--- src/shared/odf_pkg.sv ---
// Constants and carrier types for the output data formatter.
// Assumes one 250 MHz clock and a byte-wide register port.
package odf_pkg;
  localparam int unsigned ODF_DW = 12;
  localparam logic [7:0] ODF_ADDR_RESET = 8'h00;
  localparam logic [7:0] ODF_ADDR_FORMAT = 8'h04;
  localparam logic [7:0] ODF_FORMAT_RST = 8'h00;
  localparam int unsigned ODF_SWRST_BIT = 7;
  localparam int unsigned ODF_PAT_HI = 5;
  localparam int unsigned ODF_PAT_LO = 3;
  localparam int unsigned ODF_ABP_BIT = 2;
  localparam int unsigned ODF_OUTPUT_SCRAMBLE_ENABLE_BIT = 1;
  localparam int unsigned ODF_TWOS_BIT = 0;
  localparam logic [7:0] ODF_FMT_WMASK = 8'h3f;
  localparam logic [2:0] ODF_PAT_OFF = 3'h0;
  localparam logic [2:0] ODF_PAT_ZERO = 3'h1;
  localparam logic [2:0] ODF_PAT_ONES = 3'h3;
  localparam logic [2:0] ODF_PAT_CHECK = 3'h5;
  localparam logic [2:0] ODF_PAT_ALT = 3'h7;
  localparam logic [11:0] ODF_CHK_A = 12'haaa;
  localparam logic [11:0] ODF_CHK_B = 12'h555;
  localparam logic [11:0] ODF_ALT_A = 12'h000;
  localparam logic [11:0] ODF_ALT_B = 12'hfff;
  localparam logic [11:0] ODF_MSB_MASK = 12'h800;
  localparam logic [11:0] ODF_ABP_MASK = 12'haaa;

  typedef struct packed {
    logic we;
    logic [7:0] addr;
    logic [7:0] wdata;
  } odf_reg_req_t;

  typedef struct packed {
    logic valid;
    logic [11:0] data;
  } odf_sample_t;
endpackage : odf_pkg

--- src/hw/odf_formatter.sv ---
// Output data formatter: format register, software reset, test patterns and coding.
// Assumes samples arrive as offset binary, synchronous to REF_CLK, one per valid cycle.
// Behaviour
// - Bits 7 and 6 of the format register are ignored on write and have no effect.
// - Pattern code 001 forces all output bits low and code 011 forces all high.
// - Code 101 gives a checkerboard and code 111 toggles the whole word every sample.
// - Format bit 2 turns alternate-bit-polarity mode on the output word on or off.
// - Format bit 1 turns the output randomizer on or off.
// - Format bit 0 selects offset binary (0) or two's complement (1).
// - With alternate-bit-polarity on, coding is offset binary whatever bit 0 says.
// - Software reset clears the format register to 00h and the reset bit then clears itself.
`timescale 1ns/100ps
module odf_formatter
  import odf_pkg::*;
(
  input wire logic REF_CLK,
  input wire logic RESET_N,
  input wire odf_reg_req_t REG_REQ,
  output logic [7:0] REG_RDATA,
  input wire odf_sample_t SAMPLE_IN,
  output odf_sample_t OUT_WORD
);
  logic rst_meta_r;
  logic rst_n;
  logic [7:0] fmt_r, fmt_nxt;
  logic swrst_r, swrst_nxt;
  logic phase_r, phase_nxt;
  logic [7:0] rdata_nxt;
  odf_sample_t out_nxt;
  logic [2:0] pat;
  logic [11:0] coded;

  // Reset release: two flops so the internal reset leaves on a clean edge
  always_ff @(posedge REF_CLK or negedge RESET_N) begin
    if (!RESET_N) begin
      rst_meta_r <= 1'b0;
      rst_n <= 1'b0;
    end else begin
      rst_meta_r <= 1'b1;
      rst_n <= rst_meta_r;
    end
  end

  assign pat = fmt_r[ODF_PAT_HI:ODF_PAT_LO];

  // Register port: a pending soft reset beats a format write in the same cycle
  always_comb begin
    fmt_nxt = fmt_r;
    swrst_nxt = 1'b0;
    rdata_nxt = 8'h00;
    if (swrst_r) begin
      fmt_nxt = ODF_FORMAT_RST;
    end else if (REG_REQ.we && REG_REQ.addr == ODF_ADDR_FORMAT) begin
      fmt_nxt = REG_REQ.wdata & ODF_FMT_WMASK;
    end
    if (REG_REQ.we && REG_REQ.addr == ODF_ADDR_RESET) begin
      swrst_nxt = REG_REQ.wdata[ODF_SWRST_BIT];
    end
    if (REG_REQ.addr == ODF_ADDR_FORMAT) begin
      rdata_nxt = fmt_r;
    end else if (REG_REQ.addr == ODF_ADDR_RESET) begin
      rdata_nxt = {swrst_r, 7'h00};
    end
  end

  // Data path: coding, then randomizer, then alternate polarity; patterns bypass all three
  always_comb begin
    coded = SAMPLE_IN.data;
    if (fmt_r[ODF_TWOS_BIT] && !fmt_r[ODF_ABP_BIT]) begin
      coded = coded ^ ODF_MSB_MASK;
    end
    if (fmt_r[ODF_OUTPUT_SCRAMBLE_ENABLE_BIT]) begin
      coded = {coded[11:1] ^ {11{coded[0]}}, coded[0]};
    end
    if (fmt_r[ODF_ABP_BIT]) begin
      coded = coded ^ ODF_ABP_MASK;
    end
    out_nxt.valid = SAMPLE_IN.valid;
    out_nxt.data = OUT_WORD.data;
    phase_nxt = phase_r;
    if (SAMPLE_IN.valid) begin
      phase_nxt = ~phase_r;
      unique case (pat)
        ODF_PAT_ZERO: out_nxt.data = 12'h000;
        ODF_PAT_ONES: out_nxt.data = 12'hfff;
        ODF_PAT_CHECK: out_nxt.data = phase_r ? ODF_CHK_B : ODF_CHK_A;
        ODF_PAT_ALT: out_nxt.data = phase_r ? ODF_ALT_B : ODF_ALT_A;
        default: out_nxt.data = coded;
      endcase
    end
  end

  always_ff @(posedge REF_CLK or negedge rst_n) begin
    if (!rst_n) begin
      fmt_r <= ODF_FORMAT_RST;
      swrst_r <= 1'b0;
      phase_r <= 1'b0;
      REG_RDATA <= 8'h00;
      OUT_WORD <= '0;
    end else begin
      fmt_r <= fmt_nxt;
      swrst_r <= swrst_nxt;
      phase_r <= phase_nxt;
      REG_RDATA <= rdata_nxt;
      OUT_WORD <= out_nxt;
    end
  end

  a_reserved_ignored: assert property (@(posedge REF_CLK) disable iff (!rst_n)
    (REG_REQ.we && REG_REQ.addr == ODF_ADDR_FORMAT && !swrst_r) |=>
      (fmt_r == {2'b00, $past(REG_REQ.wdata[5:0])}))
    else $error("format write not stored with top bits dropped");
  a_zero_pattern: assert property (@(posedge REF_CLK) disable iff (!rst_n)
    (SAMPLE_IN.valid && pat == ODF_PAT_ZERO) |=> (OUT_WORD.valid && OUT_WORD.data == 12'h000))
    else $error("zero pattern wrong");
  a_ones_pattern: assert property (@(posedge REF_CLK) disable iff (!rst_n)
    (SAMPLE_IN.valid && pat == ODF_PAT_ONES) |=> (OUT_WORD.data == 12'hfff))
    else $error("ones pattern wrong");
  a_checker_toggle: assert property (@(posedge REF_CLK) disable iff (!rst_n)
    (SAMPLE_IN.valid && pat == ODF_PAT_CHECK) ##1 (SAMPLE_IN.valid && pat == ODF_PAT_CHECK) |=>
      (OUT_WORD.data == ~$past(OUT_WORD.data) &&
       (OUT_WORD.data == ODF_CHK_A || OUT_WORD.data == ODF_CHK_B)))
    else $error("checkerboard not alternating");
  a_alt_toggle: assert property (@(posedge REF_CLK) disable iff (!rst_n)
    (SAMPLE_IN.valid && pat == ODF_PAT_ALT) ##1 (SAMPLE_IN.valid && pat == ODF_PAT_ALT) |=>
      (OUT_WORD.data == ~$past(OUT_WORD.data) &&
       (OUT_WORD.data == ODF_ALT_A || OUT_WORD.data == ODF_ALT_B)))
    else $error("alternating pattern wrong");
  a_abp_forces_ob: assert property (@(posedge REF_CLK) disable iff (!rst_n)
    (SAMPLE_IN.valid && pat == ODF_PAT_OFF && fmt_r[2:1] == 2'b10) |=>
      (OUT_WORD.data == ($past(SAMPLE_IN.data) ^ ODF_ABP_MASK)))
    else $error("alternate polarity output wrong");
  a_output_scramble_enable_xor: assert property (@(posedge REF_CLK) disable iff (!rst_n)
    (SAMPLE_IN.valid && pat == ODF_PAT_OFF && fmt_r[2:0] == 3'b010) |=>
      (OUT_WORD.data[0] == $past(SAMPLE_IN.data[0]) &&
       OUT_WORD.data[11:1] == ($past(SAMPLE_IN.data[11:1]) ^ {11{$past(SAMPLE_IN.data[0])}})))
    else $error("randomizer output wrong");
  a_twos_coding: assert property (@(posedge REF_CLK) disable iff (!rst_n)
    (SAMPLE_IN.valid && pat == ODF_PAT_OFF && fmt_r[2:0] == 3'b001) |=>
      (OUT_WORD.data == ($past(SAMPLE_IN.data) ^ ODF_MSB_MASK)))
    else $error("two's complement coding wrong");
  a_normal_pass: assert property (@(posedge REF_CLK) disable iff (!rst_n)
    (SAMPLE_IN.valid && fmt_r[5:0] == 6'h00) |=> (OUT_WORD.data == $past(SAMPLE_IN.data)))
    else $error("plain conversion data not passed");
  a_swreset_clear: assert property (@(posedge REF_CLK) disable iff (!rst_n)
    (REG_REQ.we && REG_REQ.addr == ODF_ADDR_RESET && REG_REQ.wdata[7]) |=>
      swrst_r ##1 (fmt_r == ODF_FORMAT_RST && !swrst_r))
    else $error("software reset did not clear and self-clear");

  // Timing of the data path and the pattern phase
  a_valid_delay: assert property (@(posedge REF_CLK) disable iff (!rst_n)
    1'b1 |=> (OUT_WORD.valid == $past(SAMPLE_IN.valid)))
    else $error("output valid not one cycle behind input valid");

  a_word_holds: assert property (@(posedge REF_CLK) disable iff (!rst_n)
    (!SAMPLE_IN.valid) |=> $stable(OUT_WORD.data))
    else $error("output word moved without a sample");

  a_phase_toggle: assert property (@(posedge REF_CLK) disable iff (!rst_n)
    SAMPLE_IN.valid |=> (phase_r != $past(phase_r)))
    else $error("pattern phase did not advance on a sample");

  a_phase_hold: assert property (@(posedge REF_CLK) disable iff (!rst_n)
    (!SAMPLE_IN.valid) |=> $stable(phase_r))
    else $error("pattern phase moved without a sample");

  a_ones_valid: assert property (@(posedge REF_CLK) disable iff (!rst_n)
    (SAMPLE_IN.valid && pat == ODF_PAT_ONES) |=> OUT_WORD.valid)
    else $error("ones pattern word not marked valid");

  // Coding combinations
  a_abp_over_twos: assert property (@(posedge REF_CLK) disable iff (!rst_n)
    (SAMPLE_IN.valid && pat == ODF_PAT_OFF && fmt_r[2:0] == 3'b101) |=>
      (OUT_WORD.data == ($past(SAMPLE_IN.data) ^ ODF_ABP_MASK)))
    else $error("two's complement not suppressed by alternate polarity");

  a_output_scramble_enable_abp: assert property (@(posedge REF_CLK) disable iff (!rst_n)
    (SAMPLE_IN.valid && pat == ODF_PAT_OFF && fmt_r[2:0] == 3'b110) |=>
      (OUT_WORD.data == ({$past(SAMPLE_IN.data[11:1]) ^ {11{$past(SAMPLE_IN.data[0])}},
                          $past(SAMPLE_IN.data[0])} ^ ODF_ABP_MASK)))
    else $error("randomizer with alternate polarity wrong");

  // Register reads, format writes and the soft reset
  a_format_readback: assert property (@(posedge REF_CLK) disable iff (!rst_n)
    (REG_REQ.addr == ODF_ADDR_FORMAT) |=> (REG_RDATA == $past(fmt_r)))
    else $error("format read data wrong");

  a_reset_readback: assert property (@(posedge REF_CLK) disable iff (!rst_n)
    (REG_REQ.addr == ODF_ADDR_RESET) |=> (REG_RDATA == {$past(swrst_r), 7'h00}))
    else $error("reset register read data wrong");

  a_other_reads_zero: assert property (@(posedge REF_CLK) disable iff (!rst_n)
    (REG_REQ.addr != ODF_ADDR_FORMAT && REG_REQ.addr != ODF_ADDR_RESET) |=> (REG_RDATA == 8'h00))
    else $error("unmapped address read not zero");

  a_swrst_self_clear: assert property (@(posedge REF_CLK) disable iff (!rst_n)
    (swrst_r && !(REG_REQ.we && REG_REQ.addr == ODF_ADDR_RESET && REG_REQ.wdata[ODF_SWRST_BIT])) |=>
      !swrst_r)
    else $error("reset bit did not clear itself");

  a_swrst_beats_write: assert property (@(posedge REF_CLK) disable iff (!rst_n)
    (swrst_r && REG_REQ.we && REG_REQ.addr == ODF_ADDR_FORMAT) |=> (fmt_r == ODF_FORMAT_RST))
    else $error("format write survived a pending soft reset");

  a_top_bits_clear: assert property (@(posedge REF_CLK) disable iff (!rst_n)
    (REG_REQ.we && REG_REQ.addr == ODF_ADDR_FORMAT) |=> (fmt_r[7:6] == 2'b00))
    else $error("unused format bits were stored");

endmodule : odf_formatter

--- config.mk ---
export PLATFORM = sky130hd
export DESIGN_NAME = odf_formatter
export DESIGN_NICKNAME = d
export VERILOG_FILES = /design/src/shared/odf_pkg.sv /design/src/hw/odf_formatter.sv
export SDC_FILE = /design/constraint.sdc
export NUM_CORES = 1
export LEC_CHECK = 0
export BUFFER_PORTS_ARGS = -buffer_cell sky130_fd_sc_hd__buf_2
export CAP_MARGIN = 20
export CORE_MARGIN = 2
export CORE_UTILIZATION = 53
export DETAILED_ROUTE_END_ITERATION = 10
export PLACE_DENSITY = 0.89
export SYNTH_ARGS = -nofsm -noshare
export SYNTH_HDL_FRONTEND = slang
export SYNTH_SLANG_ARGS = --single-unit
--- constraint.sdc ---
create_clock -name REF_CLK -period 2.13 [get_ports REF_CLK]
set_input_delay 0.1065 -clock REF_CLK [delete_from_list [all_inputs] [get_ports REF_CLK]]
set_output_delay 0.1065 -clock REF_CLK [all_outputs]
set_load 0.01 [all_outputs]
==> results.toml <==
[final_layout]
final_cell_mix = "buf_2, dfrtp_1, nand2b_1"
drive_gt1_share_pct = 36.4
n_antenna_cell = 0
syn2layout_area_growth_pct = 22.0
fin_cells = 218
fin_area_mm2 = 0.00183
nNetsFinal = 219
layout_commonest_cell = "buf_2"

[clocking]
cts_tree = "yes"
root_buffer = "clkbuf_4"
htreeDepth = 2
clk_path_buf_depth = 2
clk_latency_ps = 320
postCtsSetupBuffers = 0
numCtsBuffers = 5
cts-hold-fix-buffers = 2
cts_num_sinks = 30
cts_resized = 0
cts.clk_slew.worst_paths_ps = 90

[sta]
rsz0062_at_grt = "no"
setup_viol = 0
fmax_mhz = 573
post-route-min-period_ps = 1750
worst_pin_slew_ps = 547
finalMaxSlewViolations = 0
slew_headroom_pct = 63.5
fin_crit_sh_pct = 82.0
worst_slack_ps = 384
finalSetupTns_ps = 0
skew_ps = 7.53
hold_viol = 0

[routing]
finalWirelength_um = 3250
wl_met3_um = 179
vias_per_cell = 5.83
top_layer = "met4"
wl_per_cell_um = 14.9
met2_length_um = 1660
vias = 1270
drt_iter0_drc = 76
drtPass1Iterations = 5
antenna_left = 0
wl_met1_um = 1380
drc = 0

[logic_synthesis]
synth_area_mm2 = 0.00150
synth-seq-cells = 30
ys_seq_area_share_pct = 50.0
avgSynthCellArea_um2 = 11.2
syn_inst = 134
yosys_warnings = 0
syn_nets = 166
synth_cell_types = 33

[grt]
gr-total-overflow = 0
grt_pass1_vias = 1314
grt_start_max_net_pins = 29
grt_pass1_wl_um = 5450
grt.total_usage_pct = 21.6
antenna_found_initial = 0

[place]
io_buffers = 50
dp_cells = 209
place_ws_ps = 427
gp_congestion = 0.793
dp_hpwl_um = 2390
post_dp_cell_area_mm2 = 0.00176

[status]
status = "finished clean"

[die]
std_cell_rows = 19
io_pins = 53
die_area_mm2 = 0.00327
die_height_um = 57.2
die_x_um = 57.2
start_util_pct = 54.9
coreArea_mm2 = 0.00273

[min_path]
hold_path.class = "in -> reg"
hold_depth = 3

[worst_setup_path]
path_cells = "inv_1, o21ai_1, o22a_1"
rr_startpoint = "fmt_r[3]"
critPathLaunch = "fmt_r[3]"
cp_slowest_cell = "dfrtp_1"
reg2reg_depth = 3
crit_path_end = "OUT_WORD[8]"
reg2reg_slack_ps = 380
crit_path_end_kind = "register"
crit_type = "reg -> reg"
crit_fanout = 16
crit_arrival_ps = 2010
cp_data_required_time_ps = 2390
reg2reg_to = "OUT_WORD[8]"
slowest_delay_ps = 700
start_kind = "register"

[run]
cap_violations = 0

[power_and_ir_drop]
switching_share_pct = 32.7
power_mw = 1.48
seqPwrFrac_pct = 52.4
internal-power_mw = 0.996
p_sw_mw = 0.485
p_per_area_mw_per_mm2 = 809
clkPwrFrac_pct = 20.1
ir_drop_mv = 0.833
leakagePower_nw = 0.909
comb_power_share_pct = 27.4
how the worst min path moves through the flow:
stage	from	to	slack [ps]
floorplan	RESET_N	rst_meta_r	-190
global placement	RESET_N	rst_meta_r	-110
detailed placement	RESET_N	rst_n	-100
CTS	REG_REQ[7]	swrst_r	2
global route	REG_REQ[7]	swrst_r	7
finish	REG_REQ[7]	swrst_r	6
cells by family (layout without fill, tap and decap cells):
family	count (synthesis)	count (layout)	synth area share, %
muxes	7	7	4.67
other	2	2	0.501
buffers and inverters	8	61	2.50
xor gates and xnor gates	1	1	0.584
DFF	30	30	50.0
AOI/OAI and AO/OA	37	37	21.0
and+or+nand+nor	49	49	20.7
critical path, delay by kind of cell (launching register included):
kind	cells	cell delay (ps)
flops	1	700
compound gates	2	690
buf+inv	1	300
cell usage after synthesis:
| master | count | share of area [%] |
|---|---|---|
| a2111o_1 | 6 | 4.5 |
| o21ai_0 | 1 | 0.33 |
| nand4bb_1 | 1 | 0.75 |
| o221ai_1 | 6 | 3.5 |
| buf_2 | 3 | 1.0 |
| o211ai_1 | 5 | 2.5 |
| nand3b_1 | 7 | 3.5 |
| clkbuf_1 | 3 | 0.75 |
| nand4_2 | 1 | 0.83 |
| o22a_1 | 6 | 3.5 |
| nor2_1 | 6 | 1.5 |
| mux2i_1 | 7 | 4.7 |
| nor3b_1 | 1 | 0.50 |
| o211a_1 | 1 | 0.67 |
| nor4_2 | 1 | 0.83 |
| nor2_2 | 1 | 0.42 |
| conb_1 | 2 | 0.50 |
| or4b_1 | 1 | 0.67 |
| or2b_1 | 1 | 0.50 |
| buf_4 | 1 | 0.50 |
| a21bo_2 | 6 | 4.0 |
| dfrtp_1 | 30 | 50 |
| nor3_1 | 3 | 1.0 |
| nand2b_1 | 11 | 4.6 |
| inv_1 | 1 | 0.25 |
| and2_1 | 5 | 2.1 |
| o21ai_1 | 1 | 0.33 |
| nor2b_1 | 2 | 0.83 |
| xor2_1 | 1 | 0.58 |
| a21oi_1 | 5 | 1.7 |
| nand2_1 | 6 | 1.5 |
| or4_4 | 1 | 0.75 |
| or3_1 | 1 | 0.42 |
per-stage QoR:
step           utilization [%]  hold WS, ps
6_report                  67.0         6.16
5_1_grt                   67.0         6.61
4_1_cts                   67.0         2.47
3_5_place_dp              64.5         -105
3_3_place_gp              64.5         -108
2_1_floorplan                -         -189
routing by layer:
layer	global-route usage, %	up-vias
met3	5.44	7
met2	35.8	47
met1	26.4	609
met4	10.3	0
met5	0	-
li1	-	607
cell type report:
type                            count  area (µm²)
Inverter                            1        3.75
Clock buffer                        5        37.5
Fill cell                         215         903
Multi-Input combinational cell     96         712
Sequential cell                    30         751
Timing Repair Buffer               53         278
Clock inverter                      2        10.0
Tap cell                           31        38.8
power groups by stage:
stage	clock [mW]	sequential [mW]	combinational [mW]
2_1_floorplan	0	0.813	0.199
5_1_grt	0.334	0.787	0.446
4_1_cts	0.303	0.775	0.410
3_3_place_gp	0	0.772	0.388
3_5_place_dp	0	0.787	0.406
6_report	0.298	0.777	0.406
registers in the layout, summed over array words and instances (netlist names):
signal and flops:
REG_RDATA 7, rst_n 1, phase_r 1, swrst_r 1, OUT_WORD 13, rst_meta_r 1
fmt_r 6
Power figures use the tool's default switching activity.
